[src/common/ccdt_consts.vh]
// constants for the ccd digitizer timing and control block
`ifndef CCDT_CONSTS_VH
`define CCDT_CONSTS_VH
// register addresses (4-bit serial address)
`define CCDT_ADDR_GAIN 4'h0
`define CCDT_ADDR_DELAY 4'h2
`define CCDT_ADDR_CLOCK 4'h3
`define CCDT_ADDR_CTRL 4'h4
`define CCDT_ADDR_RESET 4'hf
// sample_phase_delay fields
`define CCDT_DLY_BLK_HI 7
`define CCDT_DLY_BLK_LO 5
`define CCDT_DLY_VID_HI 4
`define CCDT_DLY_VID_LO 2
// clock register fields
`define CCDT_CLK_GATE_EN 6
`define CCDT_CLK_CLAMP_OPT 4
`define CCDT_CLK_CAL_POL 0
`define CCDT_CLK_CLAMP_POL 1
`define CCDT_CLK_BLK_POL 2
`define CCDT_CLK_VID_POL 3
// control register fields
`define CCDT_CTL_OE 0
`define CCDT_CTL_SLEEP 1
`define CCDT_CTL_DIRECT 2
// reset values
`define CCDT_RST_GAIN 8'h00
`define CCDT_RST_DELAY 8'h00
`define CCDT_RST_CLOCK 8'h4c
`define CCDT_RST_CTRL 8'h01
// gain coarse boundaries
`define CCDT_GAIN_B1 8'h40
`define CCDT_GAIN_B2 8'h80
// aperture delays in picoseconds
`define CCDT_BLK_BASE_PS 16'h0dac
`define CCDT_VID_BASE_PS 16'h0a8c
`define CCDT_STEP_PS 16'h07d0
// pipeline latency in pixel cycles
`define CCDT_LATENCY 4
// serial word length and self-clear delay in cycles
`define CCDT_WORD_BITS 12
`define CCDT_RST_HOLD 4'h8
`define CCDT_FULL_CODE 10'h3ff
`endif

[src/rtl/ccdt_pipe.v]
// pixel pipeline delay line for converter codes
`timescale 1ns/1ps
`default_nettype none
module ccdt_pipe #(
  parameter WIDTH = 10,
  parameter DEPTH = 4
) (
  // clock and reset
  input wire clk,
  input wire rst,
  // stream
  input wire adv,
  input wire [WIDTH-1:0] din,
  output wire [WIDTH-1:0] dout
);
  reg [WIDTH-1:0] stage_ff [0:DEPTH-1];
  genvar i;
  generate
    for (i = 0; i < DEPTH; i = i + 1)
    begin : g_st
      always @(posedge clk or posedge rst)
      begin
        if (rst)
          stage_ff[i] <= {WIDTH{1'b0}};
        else if (adv)
          stage_ff[i] <= (i == 0) ? din : stage_ff[(i == 0) ? 0 : i - 1];
      end
    end
  endgenerate
  assign dout = stage_ff[DEPTH-1];
endmodule
`default_nettype wire

[src/rtl/ccdt_top.v]
// ccd digitizer timing and control: phases, line modes, gain, output bus
`timescale 1ns/1ps
`default_nettype none
`include "ccdt_consts.vh"
module ccdt_top #(
  parameter DW = 10,
  parameter DLY_BITS = 3
) (
  // clock and reset
  input wire clk,
  input wire rst,
  // serial configuration port
  input wire cfg_sclk,
  input wire cfg_load_n,
  input wire serial_config_word,
  // pixel strobes and line signals (pins)
  input wire black_sample_strobe,
  input wire video_sample_strobe,
  input wire cal_window,
  input wire clamp_in,
  input wire sleep_request,
  // converted sample from the analog core
  input wire [DW-1:0] conv_code,
  input wire [DW-1:0] direct_converter_input,
  input wire below_bottom_reference,
  input wire above_top_reference,
  // analog controls
  output reg [DLY_BITS-1:0] black_delay_code,
  output reg [DLY_BITS-1:0] video_delay_code,
  output wire [15:0] black_hold_ps,
  output wire [15:0] video_hold_ps,
  output reg reset_noise_gate,
  output reg dc_clamp,
  output reg cal_gate,
  output reg converter_track_clock,
  output reg [1:0] coarse_gain_stage,
  output reg [7:0] fine_gain_stage,
  output reg [7:0] gain_code,
  output reg direct_mode,
  output reg reference_connect,
  output reg pd_active,
  // pixel output bus
  output reg [DW-1:0] pixel_out_bus,
  output reg [DW-1:0] pixel_out_oe
);
  // ---------------------------------------------------------------
  // pin synchronisers: three stages, change taken when 2 and 3 agree
  // ---------------------------------------------------------------
  localparam NS = 8;
  // chain resets to idle pin levels so no false edge follows reset
  localparam [NS-1:0] PIN_IDLE = 8'h32;
  wire [NS-1:0] pin_raw;
  reg [NS-1:0] s1_ff;
  reg [NS-1:0] s2_ff;
  reg [NS-1:0] s3_ff;
  reg [NS-1:0] pin_ff;
  assign pin_raw = {serial_config_word, sleep_request, clamp_in, cal_window,
                    video_sample_strobe, black_sample_strobe, cfg_load_n, cfg_sclk};
  always @(posedge clk or posedge rst)
  begin
    if (rst)
    begin
      s1_ff <= PIN_IDLE;
      s2_ff <= PIN_IDLE;
      s3_ff <= PIN_IDLE;
      pin_ff <= PIN_IDLE;
    end
    else
    begin
      s1_ff <= pin_raw;
      s2_ff <= s1_ff;
      s3_ff <= s2_ff;
      pin_ff <= (s2_ff & s3_ff) | (~(s2_ff ^ s3_ff) & s2_ff) | (pin_ff & (s2_ff ^ s3_ff));
    end
  end
  wire sclk_s = pin_ff[0];
  wire load_n_s = pin_ff[1];
  wire blk_s = pin_ff[2];
  wire vid_s = pin_ff[3];
  wire cal_s = pin_ff[4];
  wire clamp_s = pin_ff[5];
  wire sleep_pin_s = pin_ff[6];
  wire sdi_s = pin_ff[7];
  // ---------------------------------------------------------------
  // edge detection on filtered pins
  // ---------------------------------------------------------------
  reg sclk_d_ff;
  reg load_d_ff;
  reg vid_d_ff;
  always @(posedge clk or posedge rst)
  begin
    if (rst)
    begin
      sclk_d_ff <= 1'b0;
      load_d_ff <= 1'b1;
      vid_d_ff <= 1'b0;
    end
    else
    begin
      sclk_d_ff <= sclk_s;
      load_d_ff <= load_n_s;
      vid_d_ff <= vid_s;
    end
  end
  wire sclk_rise = sclk_s & ~sclk_d_ff;
  wire load_rise = load_n_s & ~load_d_ff;
  // ---------------------------------------------------------------
  // serial port: 4-bit address then 8-bit data, msb first
  // ---------------------------------------------------------------
  reg [`CCDT_WORD_BITS-1:0] shift_ff;
  reg [3:0] bitcnt_ff;
  always @(posedge clk or posedge rst)
  begin
    if (rst)
    begin
      shift_ff <= {`CCDT_WORD_BITS{1'b0}};
      bitcnt_ff <= 4'h0;
    end
    else if (load_n_s)
      bitcnt_ff <= 4'h0;
    else if (sclk_rise)
    begin
      shift_ff <= {shift_ff[`CCDT_WORD_BITS-2:0], sdi_s};
      if (bitcnt_ff != 4'hf)
        bitcnt_ff <= bitcnt_ff + 4'h1;
    end
  end
  // only a complete 12-bit word is accepted; short frames are dropped
  wire wr_en = load_rise & (bitcnt_ff == 4'hc);
  wire [3:0] wr_addr = shift_ff[11:8];
  wire [7:0] wr_data = shift_ff[7:0];
  // ---------------------------------------------------------------
  // register file with self-clearing soft reset
  // ---------------------------------------------------------------
  reg [7:0] gain_ff;
  reg [7:0] delay_ff;
  reg [7:0] clock_ff;
  reg [7:0] ctrl_ff;
  reg soft_rst_ff;
  reg [3:0] rst_cnt_ff;
  always @(posedge clk or posedge rst)
  begin
    if (rst)
    begin
      gain_ff <= `CCDT_RST_GAIN;
      delay_ff <= `CCDT_RST_DELAY;
      clock_ff <= `CCDT_RST_CLOCK;
      ctrl_ff <= `CCDT_RST_CTRL;
      soft_rst_ff <= 1'b0;
      rst_cnt_ff <= 4'h0;
    end
    else if (soft_rst_ff)
    begin
      gain_ff <= `CCDT_RST_GAIN;
      delay_ff <= `CCDT_RST_DELAY;
      clock_ff <= `CCDT_RST_CLOCK;
      ctrl_ff <= `CCDT_RST_CTRL;
      rst_cnt_ff <= rst_cnt_ff + 4'h1;
      if (rst_cnt_ff == `CCDT_RST_HOLD - 4'h1)
        soft_rst_ff <= 1'b0;
    end
    else if (wr_en)
    begin
      // sleep does not touch these registers
      case (wr_addr)
        `CCDT_ADDR_GAIN: gain_ff <= wr_data;
        `CCDT_ADDR_DELAY: delay_ff <= wr_data;
        `CCDT_ADDR_CLOCK: clock_ff <= wr_data;
        `CCDT_ADDR_CTRL: ctrl_ff <= wr_data;
        `CCDT_ADDR_RESET:
        begin
          soft_rst_ff <= wr_data[0];
          rst_cnt_ff <= 4'h0;
        end
        default: ;
      endcase
    end
  end
  // ---------------------------------------------------------------
  // pixel cycle: video strobe going to its active level (set by the video polarity bit) marks a new pixel
  // ---------------------------------------------------------------
  wire vid_pol = clock_ff[`CCDT_CLK_VID_POL];
  wire blk_pol = clock_ff[`CCDT_CLK_BLK_POL];
  wire vid_act = vid_s ~^ vid_pol;
  wire vid_act_d = vid_d_ff ~^ vid_pol;
  wire pix_start = vid_act & ~vid_act_d;
  wire vid_fall = ~vid_act & vid_act_d;
  wire sleep = ctrl_ff[`CCDT_CTL_SLEEP] | sleep_pin_s;
  // configuration snapshot applied once per pixel; video and black polarity and the sleep bit act at once
  reg [7:0] clk_cfg_ff;
  reg [7:0] ctl_cfg_ff;
  always @(posedge clk or posedge rst)
  begin
    if (rst)
    begin
      black_delay_code <= {DLY_BITS{1'b0}};
      video_delay_code <= {DLY_BITS{1'b0}};
      clk_cfg_ff <= `CCDT_RST_CLOCK;
      ctl_cfg_ff <= `CCDT_RST_CTRL;
      gain_code <= 8'h00;
    end
    else if (pix_start)
    begin
      black_delay_code <= delay_ff[`CCDT_DLY_BLK_HI:`CCDT_DLY_BLK_LO];
      video_delay_code <= delay_ff[`CCDT_DLY_VID_HI:`CCDT_DLY_VID_LO];
      clk_cfg_ff <= clock_ff;
      ctl_cfg_ff <= ctrl_ff;
      gain_code <= gain_ff;
    end
  end
  assign black_hold_ps = `CCDT_BLK_BASE_PS +
                         `CCDT_STEP_PS * {{(16-DLY_BITS){1'b0}}, black_delay_code};
  assign video_hold_ps = `CCDT_VID_BASE_PS +
                         `CCDT_STEP_PS * {{(16-DLY_BITS){1'b0}}, video_delay_code};
  // ---------------------------------------------------------------
  // line timing: window, clamp, preblank, reset-noise gate
  // ---------------------------------------------------------------
  wire clamp_opt = clk_cfg_ff[`CCDT_CLK_CLAMP_OPT];
  wire cal_act = cal_s ~^ clk_cfg_ff[`CCDT_CLK_CAL_POL];
  wire clamp_act = clamp_s ~^ clk_cfg_ff[`CCDT_CLK_CLAMP_POL];
  wire blk_act = blk_s ~^ blk_pol;
  // window and clamp never overlap by contract, so no arbitration is done
  always @(posedge clk or posedge rst)
  begin
    if (rst)
    begin
      dc_clamp <= 1'b0;
      cal_gate <= 1'b0;
      reset_noise_gate <= 1'b0;
    end
    else
    begin
      if (clamp_opt)
        dc_clamp <= clamp_act & vid_act;
      else
        dc_clamp <= cal_act & vid_act;
      cal_gate <= cal_act & ~sleep;
      // gate opens between video and black sampling, or under preblank
      if (~clk_cfg_ff[`CCDT_CLK_GATE_EN])
        reset_noise_gate <= 1'b0;
      else if (~clamp_opt & clamp_act)
        reset_noise_gate <= 1'b1;
      else
        reset_noise_gate <= ~vid_act & ~blk_act;
    end
  end
  // ---------------------------------------------------------------
  // gain decode
  // ---------------------------------------------------------------
  always @(posedge clk or posedge rst)
  begin
    if (rst)
    begin
      coarse_gain_stage <= 2'h0;
      fine_gain_stage <= 8'h00;
    end
    else
    begin
      // coarse steps of 8dB, fine takes the remainder in 0.125dB units
      if (gain_code >= `CCDT_GAIN_B2)
        coarse_gain_stage <= 2'h2;
      else if (gain_code >= `CCDT_GAIN_B1)
        coarse_gain_stage <= 2'h1;
      else
        coarse_gain_stage <= 2'h0;
      fine_gain_stage <= (gain_code >= `CCDT_GAIN_B2) ? gain_code - `CCDT_GAIN_B2 :
                         (gain_code >= `CCDT_GAIN_B1) ? gain_code - `CCDT_GAIN_B1 :
                         gain_code;
    end
  end
  // ---------------------------------------------------------------
  // converter clock, direct mode, pipeline and output bus
  // ---------------------------------------------------------------
  wire direct = ctl_cfg_ff[`CCDT_CTL_DIRECT] & ~clamp_opt;
  reg [DW-1:0] sample_code;
  always @*
  begin
    if (direct & below_bottom_reference)
      sample_code = {DW{1'b0}};
    else if (direct & above_top_reference)
      sample_code = `CCDT_FULL_CODE;
    else if (direct)
      sample_code = direct_converter_input;
    else
      sample_code = conv_code;
  end
  always @(posedge clk or posedge rst)
  begin
    if (rst)
    begin
      converter_track_clock <= 1'b0;
      direct_mode <= 1'b0;
      reference_connect <= 1'b0;
      pd_active <= 1'b0;
    end
    else
    begin
      // track while video phase inactive, hold while sampling
      converter_track_clock <= ~vid_act & ~sleep;
      direct_mode <= direct;
      reference_connect <= ~sleep;
      pd_active <= sleep;
    end
  end
  wire [DW-1:0] piped;
  // stages advance on the video fall; the analog half cycle makes 3.5 then 4.5 total
  ccdt_pipe #(
    .WIDTH(DW),
    .DEPTH(`CCDT_LATENCY)
  ) u_pipe (
    .clk(clk),
    .rst(rst),
    .adv(vid_fall & ~sleep),
    .din(sample_code),
    .dout(piped)
  );
  always @(posedge clk or posedge rst)
  begin
    if (rst)
    begin
      pixel_out_bus <= {DW{1'b0}};
      pixel_out_oe <= {DW{1'b0}};
    end
    else
    begin
      if (vid_fall & ~sleep)
        pixel_out_bus <= piped;
      pixel_out_oe <= {DW{ctl_cfg_ff[`CCDT_CTL_OE] & ~sleep}};
    end
  end
endmodule
`default_nettype wire

[config.mk]
export PLATFORM = sky130hd
export DESIGN_NAME = ccdt_top
export DESIGN_NICKNAME = d
export VERILOG_FILES = /design/src/rtl/ccdt_pipe.v /design/src/rtl/ccdt_top.v
export VERILOG_INCLUDE_DIRS = /design/src /design/src/common
export SDC_FILE = /design/constraint.sdc
export NUM_CORES = 1
export LEC_CHECK = 0
export BUFFER_PORTS_ARGS = -buffer_cell sky130_fd_sc_hd__buf_2
export CAP_MARGIN = 0
export CORE_MARGIN = 8
export CORE_UTILIZATION = 25
export CTS_CLUSTER_SIZE = 24
export DETAILED_ROUTE_END_ITERATION = 6
export PLACE_DENSITY_LB_ADDON = 0.25
export SETUP_SLACK_MARGIN = 0.1
export SLEW_MARGIN = 0
export SYNTH_ARGS = -nofsm -noshare
export SYNTH_HDL_FRONTEND = slang
export SYNTH_SLANG_ARGS = --single-unit
export TNS_END_PERCENT = 10
[constraint.sdc]
create_clock -name clk -period 5.3 [get_ports clk]
set_input_delay 0.53 -clock clk [delete_from_list [all_inputs] [get_ports clk]]
set_output_delay 0.53 -clock clk [all_outputs]
set_load 0.01 [all_outputs]
### Word-level counts from Yosys, hierarchy flattened

Cells that the tools add are included.

* logic and storage cells: 137
* bits in latches: 0
* memories: 0
* bits in writable memories: 0
* ROM bits: 0
* bits in registers: 174

* bitwise logic cells: 37
* shifts and indexed selects: 0
* multipliers: 2
* $add $sub $neg: 6
* eq/ne operators: 7
* multiplexer cells: 32
* reduce and logical (&&, ||, !) cells: 16
* order comparisons: 2
* div/mod/pow operators: 0

Operators by type and width (count)
* $mux W8: 8
* $add A12 B14 Y15 const A: 2
* $mux W10: 3
* $and A8 B8 Y8: 3
* $mux W4: 6
* $mux W7: 3
* $mul A7 B3 Y10 const A: 2
* $and A1 B1 Y1: 16
* $or A8 B8 Y8: 2
* $reduce_bool A2 Y1: 8
* $reduce_and A2 Y1: 7
* $mux W3: 3
* $add A4 B1 Y4 const B: 2
* $eq A4 B2 Y1 const B: 2
* $eq A4 B3 Y1 const B: 2
* $eq A4 B4 Y1 const B: 2
* $ge A8 B7 Y1 const B: 1
* $ge A8 B8 Y1 const B: 1
* $mux W1: 8
* $not A1 Y1: 8
* $not A8 Y8: 1
* $sub A8 B7 Y8 const B: 1
* $sub A8 B8 Y8 const B: 1
* $xor A8 B8 Y8: 1
* other kinds (5): 9

### Longest topological paths before layout

* word-level depth: 5
* mapped depth: 9
* gate-level depth less buffers: 9

### Modules after synthesis

From an unflattened synthesis, not the netlist that was laid out.

* cell total of the unflattened synthesis: 576
* area total of the unflattened synthesis: 7405.9 µm²

Modules (own cells, without submodules)
* ccdt_top: cells an instance 481, times used 1, seq. area each 3201.8 µm², area each 5830.6 µm²
* ccdt_pipe: cells an instance 95, times used 1, seq. area each 1001.0 µm², area each 1575.3 µm²

### Least setup slack after synthesis

OpenSTA, ideal clock, no wires.

* path type: register to output
* from: reg video_delay_code[1]
* to: out video_hold_ps[13]
* path buffers: 0
* setup slack: 1.838 ns
* arrival time: 2.932 ns
* stages on the path, launching flop included: 9
* required time: 4.770 ns
* cell sequence: dfrtp_1 > fa_1 > fa_1 > fa_1 > xor2_1 > a311oi_1 > o31ai_1 > a31oi_1 > xor2_1

* longest elaborated chain between the ends: 2

Ends and longest elaborated chain
* start, declared: RTL line ccdt_top.v:29 `output reg [DLY_BITS-1:0] video_delay_code,`
* start signal, assigned: RTL line ccdt_top.v:197 `video_delay_code <= {DLY_BITS{1'b0}};`
* start signal, assigned: RTL line ccdt_top.v:205 `` video_delay_code <= delay_ff[`CCDT_DLY_VID_HI:`CCDT_DLY_VID_LO]; ``
* $mul A7 B3 Y10 (no source line)
* $add A12 B14 Y15 (no source line)
* end, declared: RTL line ccdt_top.v:31 `output wire [15:0] video_hold_ps,`

No other way between the ends.

### Final worst setup path

Ends and elaborated chain as after synthesis.

==> impl_metrics.tcl <==
set metrics [dict create \
    start_kind "flop" \
    reg2reg_depth 7 \
    worst_skew_pair.late_latency_ns 0.43 \
    synthesis.instances 580 \
    cts.sinks 167 \
    worst-setup-path-type "flop to output pin" \
    ctsHoldBuffers 0 \
    cts_resized 0 \
    post-route-period-util 0.771 \
    clk_pin_slew_ns 0.07 \
    syn-cell-area_um2 7270 \
    grt_pass1_vias 4537 \
    synth_top_area_cell "dfrtp_1" \
    final_antenna_net_count 0 \
    power.density_nw_per_um2 381 \
    swShare 0.282 \
    hp-class "input port to flop" \
    cp_slowest_cell "fa_1" \
    whs_path_depth 1 \
    fin_area_um2 8700 \
    drv_slew 0 \
    maxCapViolCount 0 \
    fillers 3012 \
    hold_viol 0 \
    final_cell_mix "dfrtp_1, buf_2, mux2_2, nor2_1, nand2_1" \
    synth_edf_count 0 \
    htreeDepth 4 \
    ys_warn_count 0 \
    cts_made_buffers 17 \
    cts_tree "built" \
    worstReg2RegStart "bitcnt_ff[0]" \
    endpoint "video_hold_ps[13]" \
    r2r_setup_slack_ns 3.25 \
    row_count 62 \
    intPower_mw 2.38 \
    vias 4369 \
    core_um2 28700 \
    globalplace.congestion 0.757 \
    critPathBufInv 1 \
    clock.fmax_mhz 245 \
    diodes 0 \
    dpl_cell_area_um2 8100 \
    fin_nets 746 \
    synth_ff_type "dfrtp_1" \
    cts_setup_buffers 0 \
    finClkSkew_ns 0.0174 \
    synth_cell_types 41 \
    final_util 0.303 \
    slowest_delay_ns 0.63 \
    rr_endpoint "gain_ff[5]" \
    grt_max_degree 79 \
    viasPerCell 4.08 \
    cp_num_cells 9 \
    setup_viol 0 \
    async_reset_ff_frac 1.00 \
    ys_seq_elements 167 \
    die_h_um 186 \
    critPathCaptureType "output pin" \
    ys_top_cells_by_area "dfrtp_1, mux2_2, dfstp_2" \
    p_leak_nw 4.27 \
    relSlewSlack 0.247 \
    fin_setup_tns_ns 0 \
    area_delta_synth_final_pct 19.8 \
    path_max_fanout 8 \
    grt-ovfl-total 0 \
    grt_first_pass_wirelength_um 24800 \
    status "finished clean" \
    drc 0 \
    path_cells "fa_1 > fa_1 > fa_1 > xor2_1 > a311oi_1 > o31ai_1 > a31oi_1 > xor2_1 > buf_2" \
    portBuffers 104 \
    cp-startpoint "video_delay_code[1]" \
    ctsLongestPathBuffers 2 \
    ir_drop_mv 0.201 \
    crit_top_cell "fa_1" \
    period_needed_ns 4.08 \
    dp_hpwl_um 10000 \
    pwr-share-seq 0.505 \
    ios 115 \
    syn_avg_cell_area_um2 12.5 \
    wl_per_cell_um 13.5 \
    drtIter0Drc 235 \
    drt-pass1-iter-count 4 \
    grtUsageTotal 0.0865 \
    final_common_cell "dfrtp_1" \
    max_slew.worst_pin.slew_ns 1.13 \
    worstPathArrival_ns 3.55 \
    synth_seq_area_share 0.578 \
    power_frac_clock 0.372 \
    switching_power_uw 935 \
    die_x_um 186 \
    root_buffer "clkbuf_16" \
    drive_above_1_share 0.342 \
    wl_um 14500 \
    cp_top_family "adder cells" \
    antenna_found_initial 0 \
    synth_largest_type_area_fraction 0.510 \
    report.power.total_mw 3.32 \
    pwr-share-comb 0.123 \
    initial_utilization 0.253 \
    rsz0062_at_grt "false" \
    worst_ep_required_time_ns 4.77 \
    dieArea_um2 34800 \
]
-- power groups by stage --
stage	clock network (mW)	logic, mW	registers [mW]
final	1.23	0.409	1.67
after global routing	1.34	0.458	1.72
after CTS	1.28	0.421	1.68
after detailed placement	0	0.419	1.71
after global placement	0	0.409	1.70
after floorplan	0	0.303	1.67
-- stage by stage --
step           hold WS [ns]  setup WS [ns]  std cells
2_1_floorplan         0.331          0.283        589
3_3_place_gp          0.334           1.71       1040
3_5_place_dp          0.335           1.66       1040
4_1_cts               0.172           1.17       1072
5_1_grt               0.167           1.01       1072
6_report              0.198           1.22       1072
-- cells in the mapped netlist (13+ instances only) --
library cell	instances
clkbuf_1	13
dfstp_2	19
o21ai_0	24
buf_4	23
mux2_2	67
a21oi_1	29
nor2_1	46
inv_1	22
nor3_1	13
mux2i_1	17
dfrtp_1	148
ha_1	31
nand2_1	32
-- flip-flops by register name, indices dropped and copies added, names as in the netlist, 3 cells and up --
| signal | flops |
|---|---|
| bitcnt_ff | 4 |
| black_delay_code | 3 |
| clk_cfg_ff | 4 |
| clock_ff | 6 |
| ctrl_ff | 3 |
| delay_ff | 6 |
| fine_gain_stage | 8 |
| gain_code | 8 |
| gain_ff | 8 |
| pin_ff | 8 |
| pixel_out_bus | 10 |
| rst_cnt_ff | 4 |
| s1_ff | 8 |
| s2_ff | 8 |
| s3_ff | 8 |
| shift_ff | 12 |
| u_pipe.dout | 10 |
| u_pipe.stage_ff | 30 |
| video_delay_code | 3 |
-- routing by layer --
| layer | up-vias | wire length [um] | global-route usage |
|---|---|---|---|
| met3 | 15 | 550 | 0.0257 |
| met5 | - | 0 | 0 |
| li1 | 2144 | - | - |
| met4 | 0 | 192 | 0.0315 |
| met1 | 2144 | 7320 | 0.117 |
| met2 | 66 | 6450 | 0.129 |
-- cell families after synthesis --
logic type | Yosys count | synth area share
compound gates | 76 | 0.0606
xor+xnor | 19 | 0.0229
fa+ha+maj | 39 | 0.0754
buf+inv | 63 | 0.0453
flops | 167 | 0.578
mux | 84 | 0.127
other cells | 2 | 0.00103
simple gates | 130 | 0.0890
-- area by class of cell --
| cell class | count | area, um2 | share of cell area |
|---|---|---|---|
| Clock buffer | 17 | 425 | 0.0489 |
| Tap cell | 384 | 480 | 0.0552 |
| Sequential cell | 167 | 4200 | 0.483 |
| Multi-Input combinational cell | 359 | 2780 | 0.319 |
| Clock inverter | 15 | 178 | 0.0204 |
| Inverter | 22 | 87.6 | 0.0101 |
| Timing Repair Buffer | 108 | 551 | 0.0633 |
-- worst min-delay path by stage --
stage                           from        to  slack, ns
after floorplan             s1_ff[0]  s2_ff[0]       0.33
after global placement      s1_ff[0]  s2_ff[0]       0.33
after detailed placement    s1_ff[2]  s2_ff[2]       0.33
after CTS                 cfg_load_n  s1_ff[1]       0.17
after global routing      cfg_load_n  s1_ff[1]       0.17
final                     cfg_load_n  s1_ff[1]       0.20
No activity file was read; power rests on OpenSTA's default activity.
